### src/core/radio_cmd_pkg.sv
/*
 * Constants of the radio command interpreter: command words, register
 * addresses, field positions and reset values.
 * Assumes nothing of its surroundings; imported by radio_cmd and its bench.
 */
package radio_cmd_pkg;
	// Command words.
	localparam logic [7:0] CMD_RD_REG_BASE = 8'h00;
	localparam logic [7:0] CMD_WR_REG_BASE = 8'h20;
	localparam logic [2:0] CMD_REG_TOP_RD = 3'h0;
	localparam logic [2:0] CMD_REG_TOP_WR = 3'h1;
	localparam logic [7:0] CMD_RX_READ = 8'h61;
	localparam logic [7:0] CMD_TX_WRITE = 8'hA0;
	localparam logic [7:0] CMD_TX_FLUSH = 8'hE1;
	localparam logic [7:0] CMD_RX_FLUSH = 8'hE2;
	localparam logic [7:0] RESEND_LAST_CMD = 8'hE3;
	localparam logic [7:0] RX_WIDTH_READ_CMD = 8'h60;
	localparam logic [4:0] CMD_ACK_WRITE_TOP = 5'h15;
	localparam logic [2:0] PIPE_LAST_VALID = 3'h5;
	localparam logic [7:0] CMD_TX_NOACK = 8'hB0;
	localparam logic [7:0] IDLE_COMMAND = 8'hFF;
	// Register map addresses.
	localparam logic [4:0] ADDR_CONFIG = 5'h00;
	localparam logic [4:0] ADDR_STATUS = 5'h07;
	localparam logic [4:0] ADDR_TX_ADDR = 5'h10;
	localparam logic [4:0] ADDR_FIFO_STATUS = 5'h17;
	localparam logic [4:0] ADDR_EXTENSION = 5'h1D;
	// Configuration fields.
	localparam int CFG_MASK_RX = 6;
	localparam int CFG_MASK_TX = 5;
	localparam int CFG_MASK_RT = 4;
	localparam int CFG_PWR_UP = 1;
	localparam int CFG_PRIM_RX = 0;
	localparam logic [7:0] CONFIG_RESET = 8'h08;
	// Extension enable fields.
	localparam int EXT_WIDTH_EN = 2;
	localparam int EXT_ACK_PL_EN = 1;
	localparam int EXT_NOACK_EN = 0;
	localparam logic [7:0] EXTENSION_RESET = 8'h00;
	// Status fields; flags are ordered {received, sent, retry limit}.
	localparam int ST_RX = 6;
	localparam int ST_TX = 5;
	localparam int ST_RT = 4;
	localparam logic [2:0] PIPE_NONE = 3'h7;
	// FIFO status fields.
	localparam int FS_REUSE = 6;
	localparam int FS_TX_FULL = 5;
	localparam int FS_TX_EMPTY = 4;
	localparam int FS_RX_FULL = 1;
	localparam int FS_RX_EMPTY = 0;
	// Sizes.
	localparam int FIFO_LEVELS = 3;
	localparam int PAYLOAD_BYTES = 32;
	localparam int ADDR_BYTES = 5;
	localparam logic [39:0] TX_ADDR_RESET = 40'h00_0000_0000;
	localparam logic [1:0] LEVELS_FULL = 2'h3;
endpackage

### src/core/radio_cmd.sv
/*
 * Serial command interpreter of the radio: SPI slave, register map,
 * transmit and receive payload FIFOs, status flags and interrupt line.
 * Assumes mode 0 SPI from a master far slower than clk, and a radio
 * engine on clk that pushes received bytes and reports sent packets.
 */
`timescale 1ns/1ps
`default_nettype none
module radio_cmd
	import radio_cmd_pkg::*;
(
	// Clock and reset.
	input wire logic clk,
	input wire logic reset_n,
	// Serial link pins.
	input wire logic spi_clk,
	input wire logic chip_select_n,
	input wire logic serial_data_in,
	output logic serial_data_out,
	// Radio engine side.
	input wire logic radio_active,
	input wire logic rx_in_valid,
	input wire logic [7:0] rx_in_byte,
	input wire logic rx_in_last,
	input wire logic [2:0] rx_in_pipe,
	input wire logic [4:0] tx_out_index,
	input wire logic tx_sent,
	input wire logic tx_retry_limit,
	// Registered state for the radio engine.
	output logic radio_irq_n,
	output logic [7:0] config_out,
	output logic [39:0] tx_addr_out,
	output logic [7:0] extension_out,
	output logic tx_ready,
	output logic [7:0] tx_head_byte,
	output logic [5:0] tx_head_len,
	output logic tx_head_noack,
	output logic [2:0] tx_head_pipe
);
	import radio_cmd_pkg::*;

	logic sclk_s, csn_s, mosi_s;
	logic sclk_prev_q, csn_prev_q;
	logic [7:0] shin_q, shin_d, shout_q, shout_d, cmd_q, cmd_d;
	logic [2:0] bit_q, bit_d;
	logic [5:0] byte_q, byte_d;
	logic miso_q, miso_d, wrote_q, wrote_d, irq_n_q, irq_n_d;
	logic [7:0] config_q, config_d, ext_q, ext_d;
	logic [39:0] addr_q, addr_d;
	logic [2:0] flags_q, flags_d, pipe_q, pipe_d;
	logic reuse_q, reuse_d;
	logic [7:0] tx_mem_q [FIFO_LEVELS][PAYLOAD_BYTES];
	logic [7:0] tx_mem_d [FIFO_LEVELS][PAYLOAD_BYTES];
	logic [7:0] rx_mem_q [FIFO_LEVELS][PAYLOAD_BYTES];
	logic [7:0] rx_mem_d [FIFO_LEVELS][PAYLOAD_BYTES];
	logic [5:0] tx_len_q [FIFO_LEVELS], tx_len_d [FIFO_LEVELS];
	logic [5:0] rx_len_q [FIFO_LEVELS], rx_len_d [FIFO_LEVELS];
	logic [2:0] tx_pipe_q [FIFO_LEVELS], tx_pipe_d [FIFO_LEVELS];
	logic [2:0] rx_pipe_q [FIFO_LEVELS], rx_pipe_d [FIFO_LEVELS];
	logic tx_noack_q [FIFO_LEVELS], tx_noack_d [FIFO_LEVELS];
	logic [1:0] tx_cnt_q, tx_cnt_d, tx_wr_q, tx_wr_d, tx_rd_q, tx_rd_d;
	logic [1:0] rx_cnt_q, rx_cnt_d, rx_wr_q, rx_wr_d, rx_rd_q, rx_rd_d;
	logic [5:0] rx_idx_q, rx_idx_d;
	logic [7:0] head_byte_q;
	logic ready_q, head_noack_q;
	logic [5:0] head_len_q;
	logic [2:0] head_pipe_q;
	logic sclk_rise, sclk_fall, csn_fall, csn_rise, done_v;
	logic [7:0] status_v, fifo_v, byte_v, cmd_v;

	// Pins cross into clk before anything looks at them.
	bit_sync #(.WIDTH(3), .INIT(3'b010)) u_sync (
		.clk(clk),
		.reset_n(reset_n),
		.level_in({spi_clk, chip_select_n, serial_data_in}),
		.level_out({sclk_s, csn_s, mosi_s})
	);

	// Edges of the synchronised link clock and chip select.
	assign sclk_rise = sclk_s & ~sclk_prev_q;
	assign sclk_fall = ~sclk_s & sclk_prev_q;
	assign csn_fall = ~csn_s & csn_prev_q;
	assign csn_rise = csn_s & ~csn_prev_q;
	assign byte_v = {shin_q[6:0], mosi_s};
	assign done_v = ~csn_s & sclk_rise & (bit_q == 3'h7);
	assign status_v = {1'b0, flags_q, pipe_q, tx_cnt_q == LEVELS_FULL};
	assign fifo_v = {1'b0, reuse_q, tx_cnt_q == LEVELS_FULL, tx_cnt_q == 2'h0,
		2'b00, rx_cnt_q == LEVELS_FULL, rx_cnt_q == 2'h0};

	// Advances a FIFO pointer modulo three.
	function automatic logic [1:0] inc3(input logic [1:0] p);
		return (p == 2'h2) ? 2'h0 : p + 2'h1;
	endfunction

	// Byte k of the addressed register as the host sees it.
	function automatic logic [7:0] reg_byte(input logic [4:0] a, input logic [5:0] k);
		logic [7:0] r;
		r = 8'h00;
		case (a)
			ADDR_CONFIG: r = config_q;
			ADDR_STATUS: r = status_v;
			ADDR_TX_ADDR: r = (k < 6'(ADDR_BYTES)) ? addr_q[k[2:0]*8 +: 8] : 8'h00;
			ADDR_FIFO_STATUS: r = fifo_v;
			ADDR_EXTENSION: r = ext_q;
			default: r = 8'h00;
		endcase
		return (k == 6'h00 || a == ADDR_TX_ADDR) ? r : 8'h00;
	endfunction

	// Next values of link, register, FIFO and flag state.
	always_comb begin
		logic [5:0] k;
		logic tx_push, tx_pop, rx_push, rx_pop, tx_fl, rx_fl;
		logic [2:0] set_v, clr_v;
		k = byte_q - 6'h01;
		{tx_push, tx_pop, rx_push, rx_pop, tx_fl, rx_fl} = 6'h00;
		set_v = 3'h0;
		clr_v = 3'h0;
		shin_d = shin_q;
		shout_d = shout_q;
		cmd_d = cmd_q;
		cmd_v = cmd_q;
		bit_d = bit_q;
		byte_d = byte_q;
		miso_d = miso_q;
		wrote_d = wrote_q;
		config_d = config_q;
		ext_d = ext_q;
		addr_d = addr_q;
		reuse_d = reuse_q;
		tx_mem_d = tx_mem_q;
		rx_mem_d = rx_mem_q;
		tx_len_d = tx_len_q;
		rx_len_d = rx_len_q;
		tx_pipe_d = tx_pipe_q;
		rx_pipe_d = rx_pipe_q;
		tx_noack_d = tx_noack_q;
		rx_idx_d = rx_idx_q;
		if (csn_fall) begin
			// Status goes out first; its MSB is on the pin before any edge.
			miso_d = status_v[7];
			shout_d = {status_v[6:0], 1'b0};
			bit_d = 3'h0;
			byte_d = 6'h00;
			cmd_d = IDLE_COMMAND;
			wrote_d = 1'b0;
		end else if (~csn_s && sclk_rise) begin
			shin_d = byte_v;
			bit_d = bit_q + 3'h1;
		end else if (~csn_s && sclk_fall) begin
			miso_d = shout_q[7];
			shout_d = {shout_q[6:0], 1'b0};
		end
		if (done_v && byte_q == 6'h00) begin
			// Command decode; gated extensions fall back to idle.
			cmd_v = byte_v;
			if ((byte_v == RX_WIDTH_READ_CMD && !ext_q[EXT_WIDTH_EN]) ||
				(byte_v[7:3] == CMD_ACK_WRITE_TOP &&
				(!ext_q[EXT_ACK_PL_EN] || byte_v[2:0] > PIPE_LAST_VALID)) ||
				(byte_v == CMD_TX_NOACK && !ext_q[EXT_NOACK_EN])) begin
				cmd_v = IDLE_COMMAND;
			end
			cmd_d = cmd_v;
			if (cmd_v == CMD_TX_FLUSH) begin
				tx_fl = 1'b1;
				reuse_d = 1'b0;
			end
			if (cmd_v == CMD_RX_FLUSH) begin
				rx_fl = 1'b1;
			end
			if (cmd_v == RESEND_LAST_CMD) begin
				reuse_d = 1'b1;
			end
			if (cmd_v == CMD_TX_WRITE || cmd_v == CMD_TX_NOACK) begin
				reuse_d = 1'b0;
			end
		end else if (done_v) begin
			// Data byte k of the current command.
			if (cmd_q[7:5] == CMD_REG_TOP_WR && !radio_active) begin
				case (cmd_q[4:0])
					ADDR_CONFIG: config_d = byte_v;
					ADDR_STATUS: clr_v = byte_v[ST_RX:ST_RT];
					ADDR_TX_ADDR: begin
						if (k < 6'(ADDR_BYTES)) begin
							addr_d[k[2:0]*8 +: 8] = byte_v;
						end
					end
					ADDR_EXTENSION: ext_d = byte_v;
					default: ;
				endcase
			end
			if ((cmd_q == CMD_TX_WRITE || cmd_q == CMD_TX_NOACK ||
				cmd_q[7:3] == CMD_ACK_WRITE_TOP) && tx_cnt_q != LEVELS_FULL &&
				k < 6'(PAYLOAD_BYTES)) begin
				tx_mem_d[tx_wr_q][k[4:0]] = byte_v;
				tx_len_d[tx_wr_q] = k + 6'h01;
				tx_noack_d[tx_wr_q] = (cmd_q == CMD_TX_NOACK);
				tx_pipe_d[tx_wr_q] = cmd_q[2:0];
				wrote_d = 1'b1;
			end
		end
		if (done_v) begin
			// Prepare data byte byte_q for the master to clock out.
			if (cmd_v[7:5] == CMD_REG_TOP_RD) begin
				shout_d = reg_byte(cmd_v[4:0], byte_q);
			end else if (cmd_v == CMD_RX_READ && rx_cnt_q != 2'h0) begin
				shout_d = (byte_q < 6'(PAYLOAD_BYTES)) ?
					rx_mem_q[rx_rd_q][byte_q[4:0]] : 8'h00;
			end else if (cmd_v == RX_WIDTH_READ_CMD && byte_q == 6'h00) begin
				shout_d = {2'b00, rx_len_q[rx_rd_q]};
			end else begin
				shout_d = 8'h00;
			end
			byte_d = (byte_q == 6'h3F) ? byte_q : byte_q + 6'h01;
		end
		if (csn_rise) begin
			// Frame end commits a written payload or drops a read one.
			tx_push = wrote_q;
			rx_pop = (cmd_q == CMD_RX_READ) && byte_q > 6'h01 && rx_cnt_q != 2'h0;
			wrote_d = 1'b0;
		end
		if (tx_sent) begin
			set_v[1] = 1'b1;
			tx_pop = (tx_cnt_q != 2'h0) && !reuse_q;
		end
		if (tx_retry_limit) begin
			set_v[0] = 1'b1;
		end
		if (rx_in_valid) begin
			if (rx_cnt_q != LEVELS_FULL && rx_idx_q < 6'(PAYLOAD_BYTES)) begin
				rx_mem_d[rx_wr_q][rx_idx_q[4:0]] = rx_in_byte;
			end
			rx_idx_d = (rx_idx_q == 6'h3F) ? rx_idx_q : rx_idx_q + 6'h01;
			if (rx_in_last) begin
				rx_idx_d = 6'h00;
				rx_push = (rx_cnt_q != LEVELS_FULL);
				rx_len_d[rx_wr_q] = rx_idx_q + 6'h01;
				rx_pipe_d[rx_wr_q] = rx_in_pipe;
				set_v[2] = rx_push;
			end
		end
		// Pointer and level bookkeeping; flushes override.
		tx_wr_d = tx_push ? inc3(tx_wr_q) : tx_wr_q;
		tx_rd_d = tx_pop ? inc3(tx_rd_q) : tx_rd_q;
		tx_cnt_d = tx_cnt_q + {1'b0, tx_push} - {1'b0, tx_pop};
		rx_wr_d = rx_push ? inc3(rx_wr_q) : rx_wr_q;
		rx_rd_d = rx_pop ? inc3(rx_rd_q) : rx_rd_q;
		rx_cnt_d = rx_cnt_q + {1'b0, rx_push} - {1'b0, rx_pop};
		if (tx_fl) begin
			{tx_wr_d, tx_rd_d, tx_cnt_d} = 6'h00;
		end
		if (rx_fl) begin
			{rx_wr_d, rx_rd_d, rx_cnt_d} = 6'h00;
		end
		// A flag set in the same cycle as its clear stays set.
		flags_d = (flags_q & ~clr_v) | set_v;
		irq_n_d = ~|(flags_d & ~{config_q[CFG_MASK_RX], config_q[CFG_MASK_TX],
			config_q[CFG_MASK_RT]});
		pipe_d = pipe_q;
		if (irq_n_q && !irq_n_d) begin
			pipe_d = (rx_cnt_d != 2'h0) ? rx_pipe_d[rx_rd_d] : PIPE_NONE;
		end
	end

	// Registers all state but payload storage and slot attributes, which carry no reset.
	always_ff @(posedge clk or negedge reset_n) begin
		if (!reset_n) begin
			sclk_prev_q <= 1'b0;
			csn_prev_q <= 1'b1;
			{shin_q, shout_q} <= 16'h0000;
			cmd_q <= IDLE_COMMAND;
			bit_q <= 3'h0;
			byte_q <= 6'h00;
			{miso_q, wrote_q, reuse_q} <= 3'h0;
			irq_n_q <= 1'b1;
			config_q <= CONFIG_RESET;
			ext_q <= EXTENSION_RESET;
			addr_q <= TX_ADDR_RESET;
			flags_q <= 3'h0;
			pipe_q <= PIPE_NONE;
			{tx_cnt_q, tx_wr_q, tx_rd_q, rx_cnt_q, rx_wr_q, rx_rd_q} <= 12'h000;
			rx_idx_q <= 6'h00;
			head_byte_q <= 8'h00;
			{ready_q, head_len_q, head_noack_q, head_pipe_q} <= 11'h000;
		end else begin
			sclk_prev_q <= sclk_s;
			csn_prev_q <= csn_s;
			{shin_q, shout_q, cmd_q, bit_q, byte_q} <= {shin_d, shout_d, cmd_d, bit_d, byte_d};
			{miso_q, wrote_q, reuse_q, irq_n_q} <= {miso_d, wrote_d, reuse_d, irq_n_d};
			{config_q, ext_q, addr_q} <= {config_d, ext_d, addr_d};
			{flags_q, pipe_q} <= {flags_d, pipe_d};
			{tx_cnt_q, tx_wr_q, tx_rd_q} <= {tx_cnt_d, tx_wr_d, tx_rd_d};
			{rx_cnt_q, rx_wr_q, rx_rd_q} <= {rx_cnt_d, rx_wr_d, rx_rd_d};
			rx_idx_q <= rx_idx_d;
			head_byte_q <= tx_mem_q[tx_rd_q][tx_out_index];
			ready_q <= (tx_cnt_q != 2'h0);
			head_len_q <= tx_len_q[tx_rd_q];
			head_noack_q <= tx_noack_q[tx_rd_q];
			head_pipe_q <= tx_pipe_q[tx_rd_q];
		end
	end

	// Payload storage and per-slot attributes.
	always_ff @(posedge clk) begin
		tx_mem_q <= tx_mem_d;
		rx_mem_q <= rx_mem_d;
		tx_len_q <= tx_len_d;
		rx_len_q <= rx_len_d;
		tx_pipe_q <= tx_pipe_d;
		rx_pipe_q <= rx_pipe_d;
		tx_noack_q <= tx_noack_d;
	end

	// Outputs come straight from flip-flops.
	assign serial_data_out = miso_q;
	assign radio_irq_n = irq_n_q;
	assign config_out = config_q;
	assign tx_addr_out = addr_q;
	assign extension_out = ext_q;
	assign tx_ready = ready_q;
	assign tx_head_byte = head_byte_q;
	assign tx_head_len = head_len_q;
	assign tx_head_noack = head_noack_q;
	assign tx_head_pipe = head_pipe_q;
endmodule
`default_nettype wire

### src/core/bit_sync.sv
/*
 * Two flip-flop synchroniser for a group of independent level inputs.
 * Assumes each bit is a slow level from another clock domain or a pin.
 */
`timescale 1ns/1ps
`default_nettype none
module bit_sync #(
	parameter int WIDTH = 1,
	parameter logic [WIDTH-1:0] INIT = '0
) (
	// Clock and reset.
	input wire logic clk,
	input wire logic reset_n,
	// Level in and synchronised level out.
	input wire logic [WIDTH-1:0] level_in,
	output logic [WIDTH-1:0] level_out
);
	logic [WIDTH-1:0] meta_q;
	logic [WIDTH-1:0] sync_q;

	// Only the second stage is visible to the rest of the block.
	always_ff @(posedge clk or negedge reset_n) begin
		if (!reset_n) begin
			meta_q <= INIT;
			sync_q <= INIT;
		end else begin
			meta_q <= level_in;
			sync_q <= meta_q;
		end
	end

	assign level_out = sync_q;
endmodule
`default_nettype wire

### config.mk
export PLATFORM = sky130hd
export DESIGN_NAME = radio_cmd
export DESIGN_NICKNAME = d
export VERILOG_FILES = /design/src/core/radio_cmd_pkg.sv /design/src/core/radio_cmd.sv /design/src/core/bit_sync.sv
export SDC_FILE = /design/constraint.sdc
export NUM_CORES = 2
export LEC_CHECK = 0
export ABC_AREA = 1
export BUFFER_PORTS_ARGS = -buffer_cell sky130_fd_sc_hd__buf_2
export CAP_MARGIN = 40
export CELL_PAD_IN_SITES_DETAIL_PLACEMENT = 1
export CELL_PAD_IN_SITES_GLOBAL_PLACEMENT = 1
export CORE_UTILIZATION = 52
export CTS_CLUSTER_SIZE = 14
export DETAILED_ROUTE_END_ITERATION = 12
export GPL_ROUTABILITY_DRIVEN = 0
export MAX_ROUTING_LAYER = met4
export PLACE_DENSITY_LB_ADDON = 0.1
export SETUP_SLACK_MARGIN = 0.1
export SYNTH_ARGS = -nofsm -noshare
export SYNTH_HDL_FRONTEND = slang
export SYNTH_HIERARCHICAL = 1
export SYNTH_SLANG_ARGS = --single-unit
### constraint.sdc
create_clock -name clk -period 4.13 [get_ports clk]
set_input_delay 0.413 -clock clk [delete_from_list [all_inputs] [get_ports clk]]
set_output_delay 0.413 -clock clk [all_outputs]
set_load 0.1 [all_outputs]
==> impl_metrics.json <==
{
  "yosys_warnings": 6,
  "areaGrowthSynthToFinish_pct": 13.90,
  "clock-root-buffer": "sky130_fd_sc_hd__clkbuf_16",
  "cts_setup_buffers": 0,
  "drv_slew": 0,
  "cpMaxStageDelayCell": "sky130_fd_sc_hd__nor2_1",
  "floorplan.die.height_microns": 367.9,
  "met3WireLength_mm": 10.33,
  "detail_route.iter0.violations": 4094,
  "reg2regPathDepth": 10,
  "ff2ff_setup_slack_ns": 0.45,
  "grt_pass1_vias": 49700,
  "maximum_fanout_encountered_on_the_critical_timing_path": 14,
  "critPathKind": "register to register",
  "grt_antenna_before_repair": 1,
  "async_flop_share": 0.08237,
  "fmax_ghz": 0.2718,
  "worst_r2r_startpoint": "byte_q[0]",
  "wire_length_of_the_first_global_routing_pass_mm": 315.7,
  "dieArea_sq_um": 135400,
  "detail-route-antenna-nets": 0,
  "cts_num_sinks": 1736,
  "top_layer_used": "met4",
  "setup.worst_path.start_class": "register",
  "timing.final.crit_period_ns": 3.680,
  "critical_path_cell_by_cell": "clkinv_2 -> ha_1 -> nand2_1 -> xor2_1 -> inv_1 -> nor2_2 -> inv_1 -> nor2_1 -> nand2_1 -> nor2_1",
  "max_slew_margin": 0.3842,
  "clk_pin_slew_ns": 0.07,
  "regToRegEndpoint": "tx_mem_q[228]",
  "total_clock_buffers_created_by_cts": 177,
  "power.ir.vdd_worst_v": 0.0004022,
  "place_ws_ns": 0.5028,
  "rsz0062_at_grt": "false",
  "outcome": "complete, no violations",
  "final_wirelength_mm": 210.7,
  "layout-drive-gt1-share": 0.1103,
  "detailroute.via_count": 47100,
  "pin_count": 103,
  "antennaDiodeCount": 0,
  "layout.cells.most_common_list": "1,935 x sky130_fd_sc_hd__nand2_1, 1,584 x sky130_fd_sc_hd__edfxtp_1, 391 x sky130_fd_sc_hd__nand3_1, 345 x sky130_fd_sc_hd__nor2_1, 257 x sky130_fd_sc_hd__nand4_1",
  "starting_density_of_the_core": 0.5269,
  "postSynthRegisterBits": 1736,
  "detailedRoute.firstPassIterationCount": 5,
  "cts_tree": "done",
  "count_of_final_setup_violators": 0,
  "mappedNetlistNets": 5835,
  "finalClockSkew_ns": 0.02954,
  "whs_path_depth": 3,
  "grt.total_usage": 0.3225,
  "max_cap_violations": 0,
  "worst-endpoint-required_ns": 4.56,
  "drt-vias-per-instance": 5.974,
  "dpl.cell_count": 7552,
  "syn_inst": 5790,
  "synth-edff-count": 1584,
  "hold_path_startpoint": "rx_in_last",
  "port-buffer-count": 102,
  "worstHoldEndpoint": "rx_idx_q[5]",
  "period_share": 0.8910,
  "layout.cells.most_common": "sky130_fd_sc_hd__nand2_1",
  "cts.path.max_buffers": 3,
  "avgSynthCellArea_sq_um": 12.02,
  "final_critical_path_setup_slack_ns": 0.4503,
  "syn-cell-area_sq_um": 69620,
  "rows": 133,
  "sequential_to_total_area_share_from_yosys_stat": 0.7375,
  "h_tree_depth": 4,
  "finalSetupTns_ns": 0,
  "p_leak_nw": 27.53,
  "dpl.hpwl_mm": 132.8,
  "finalHoldViolCount": 0,
  "grt-ovfl-total": 0,
  "chipWidth_microns": 367.9,
  "crit_path_end_kind": "register",
  "synth_unique_cells": 55,
  "largest_net_degree_at_the_start_of_global_routing": 134,
  "worst_slew_pin_slew_ns": 0.9236,
  "route.layer.met1.wl_mm": 83.65,
  "core_sq_um": 132100,
  "drt-wirelength-per-cell_microns": 26.72,
  "synth_flop_cell": "sky130_fd_sc_hd__edfxtp_1",
  "power.density_cell_area_nw_per_um2": 481.3,
  "hold_class": "input pin to register",
  "kind_of_cell_adding_the_most_delay_to_the_critical_path": "simple AND/OR/NAND/NOR gates",
  "met2_length_mm": 109.3,
  "num-nets-final": 6031,
  "clk-insertion-delay-late_ns": 0.81,
  "timing.critical_path.arrival_ns": 4.11,
  "stdcell_count": 7885,
  "crit_path_max_incr_delay_ns": 0.64,
  "critical_path.n_buffers_inverters": 3,
  "drc": 0
}
-- layer usage --
metal	vias up	track usage
li1	20980	-
met1	24180	0.3979
met2	1560	0.5532
met3	388	0.03317
met4	0	0.1156
met5	-	-
-- cells by family after synthesis --
| group | count (synthesis) | share of synthesized area |
|---|---|---|
| DFF | 1736 | 0.7375 |
| AOI/OAI and AO/OA | 522 | 0.04707 |
| adders and majority gates | 19 | 0.003415 |
| buffers and inverters | 482 | 0.02726 |
| and+or+nand+nor | 3017 | 0.1830 |
| muxes | 1 | 0.0001438 |
| xor gates and xnor gates | 13 | 0.001635 |
-- synthesized netlist by cell type (10+ instances only) --
| cell type | number | area [sq um] |
|---|---|---|
| sky130_fd_sc_hd__nand3_1 | 391 | 1957 |
| sky130_fd_sc_hd__a41oi_1 | 40 | 350.3 |
| sky130_fd_sc_hd__buf_1 | 62 | 232.7 |
| sky130_fd_sc_hd__o21ai_0 | 108 | 540.5 |
| sky130_fd_sc_hd__nor2_1 | 352 | 1321 |
| sky130_fd_sc_hd__a32oi_1 | 35 | 306.5 |
| sky130_fd_sc_hd__edfxtp_1 | 1584 | 47570 |
| sky130_fd_sc_hd__nand2_1 | 1938 | 7274 |
| sky130_fd_sc_hd__dfstp_2 | 16 | 420.4 |
| sky130_fd_sc_hd__a21oi_1 | 165 | 825.8 |
| sky130_fd_sc_hd__nor3_1 | 22 | 110.1 |
| sky130_fd_sc_hd__ha_1 | 19 | 237.7 |
| sky130_fd_sc_hd__buf_2 | 45 | 225.2 |
| sky130_fd_sc_hd__nand4_1 | 257 | 1608 |
| sky130_fd_sc_hd__or2_2 | 13 | 81.33 |
| sky130_fd_sc_hd__a31oi_1 | 42 | 262.8 |
| sky130_fd_sc_hd__o22ai_1 | 10 | 62.56 |
| sky130_fd_sc_hd__o211ai_1 | 10 | 75.07 |
| sky130_fd_sc_hd__dfrtp_1 | 127 | 3178 |
| sky130_fd_sc_hd__clkbuf_1 | 209 | 784.5 |
| sky130_fd_sc_hd__a22oi_1 | 32 | 240.2 |
| sky130_fd_sc_hd__nor2_2 | 10 | 62.56 |
| sky130_fd_sc_hd__o21ai_1 | 28 | 140.1 |
| sky130_fd_sc_hd__a32o_1 | 23 | 230.2 |
| sky130_fd_sc_hd__inv_1 | 146 | 548.0 |
-- layout make-up --
cell class | instances | area, sq um
well taps | 1755 | 2196
clock buffers | 216 | 4743
multi-input cells | 3572 | 16440
fillers | 13150 | 52830
repair buffers | 338 | 2864
inverters | 161 | 618.1
flip-flops and latches | 1736 | 51380
clock inverters | 107 | 1055
-- power by group --
| part | switching (W) | internal [W] | leakage (nW) | total [W] |
|---|---|---|---|---|
| clock network | 0.00670 | 0.00938 | 2.81 | 0.0161 |
| logic | 0.00182 | 0.000485 | 8.40 | 0.00231 |
| registers | 0.000143 | 0.0196 | 16.3 | 0.0198 |
-- how the worst max path moves through the flow --
stage	start	end	cells past startpoint
after floorplan	byte_q[0]	tx_mem_q[264]	12
after global placement	byte_q[2]	tx_mem_q[245]	10
after detailed placement	byte_q[0]	tx_mem_q[240]	10
after CTS	byte_q[0]	tx_mem_q[230]	10
after global routing	byte_q[0]	tx_mem_q[230]	10
final	byte_q[0]	tx_mem_q[228]	10
-- worst reg2reg max path, delay by kind of cell, from the launching register on --
kind	cells	cell delay, ns
buffers and inverters	3	0.46
flip-flops	1	0.56
XOR/XNOR	1	0.31
AND/OR/NAND/NOR	5	1.66
adder cells (fa/ha/maj)	1	0.32
-- sequential cells by signal, indices dropped and copies added (netlist names), 9 cells and up --
signal       cells
rx_mem_q       768
tx_len_q        18
tx_mem_q       768
tx_addr_out     40
tx_pipe_q        9
rx_len_q        18
rx_pipe_q        9
-- what timing repair did --
action / in CTS / in global routing
hold buffers: 10 / 0
resized for setup: 0 / 0
hold endpoints to repair: 78 / 0
-- through the flow --
step	utilization	power, W	hold WS (ns)	cell area, sq um
5_1_grt	0.6002	0.03901	0.04649	79300
3_5_place_dp	0.5555	0.02242	0.3464	73400
2_1_floorplan	-	0.02118	0.1174	69620
6_report	0.6002	0.03817	0.04841	79300
3_3_place_gp	0.5533	0.02227	0.3317	73110
4_1_cts	0.6002	0.03832	0.006742	79300
Note: power is estimated with default switching activity, not from simulation.
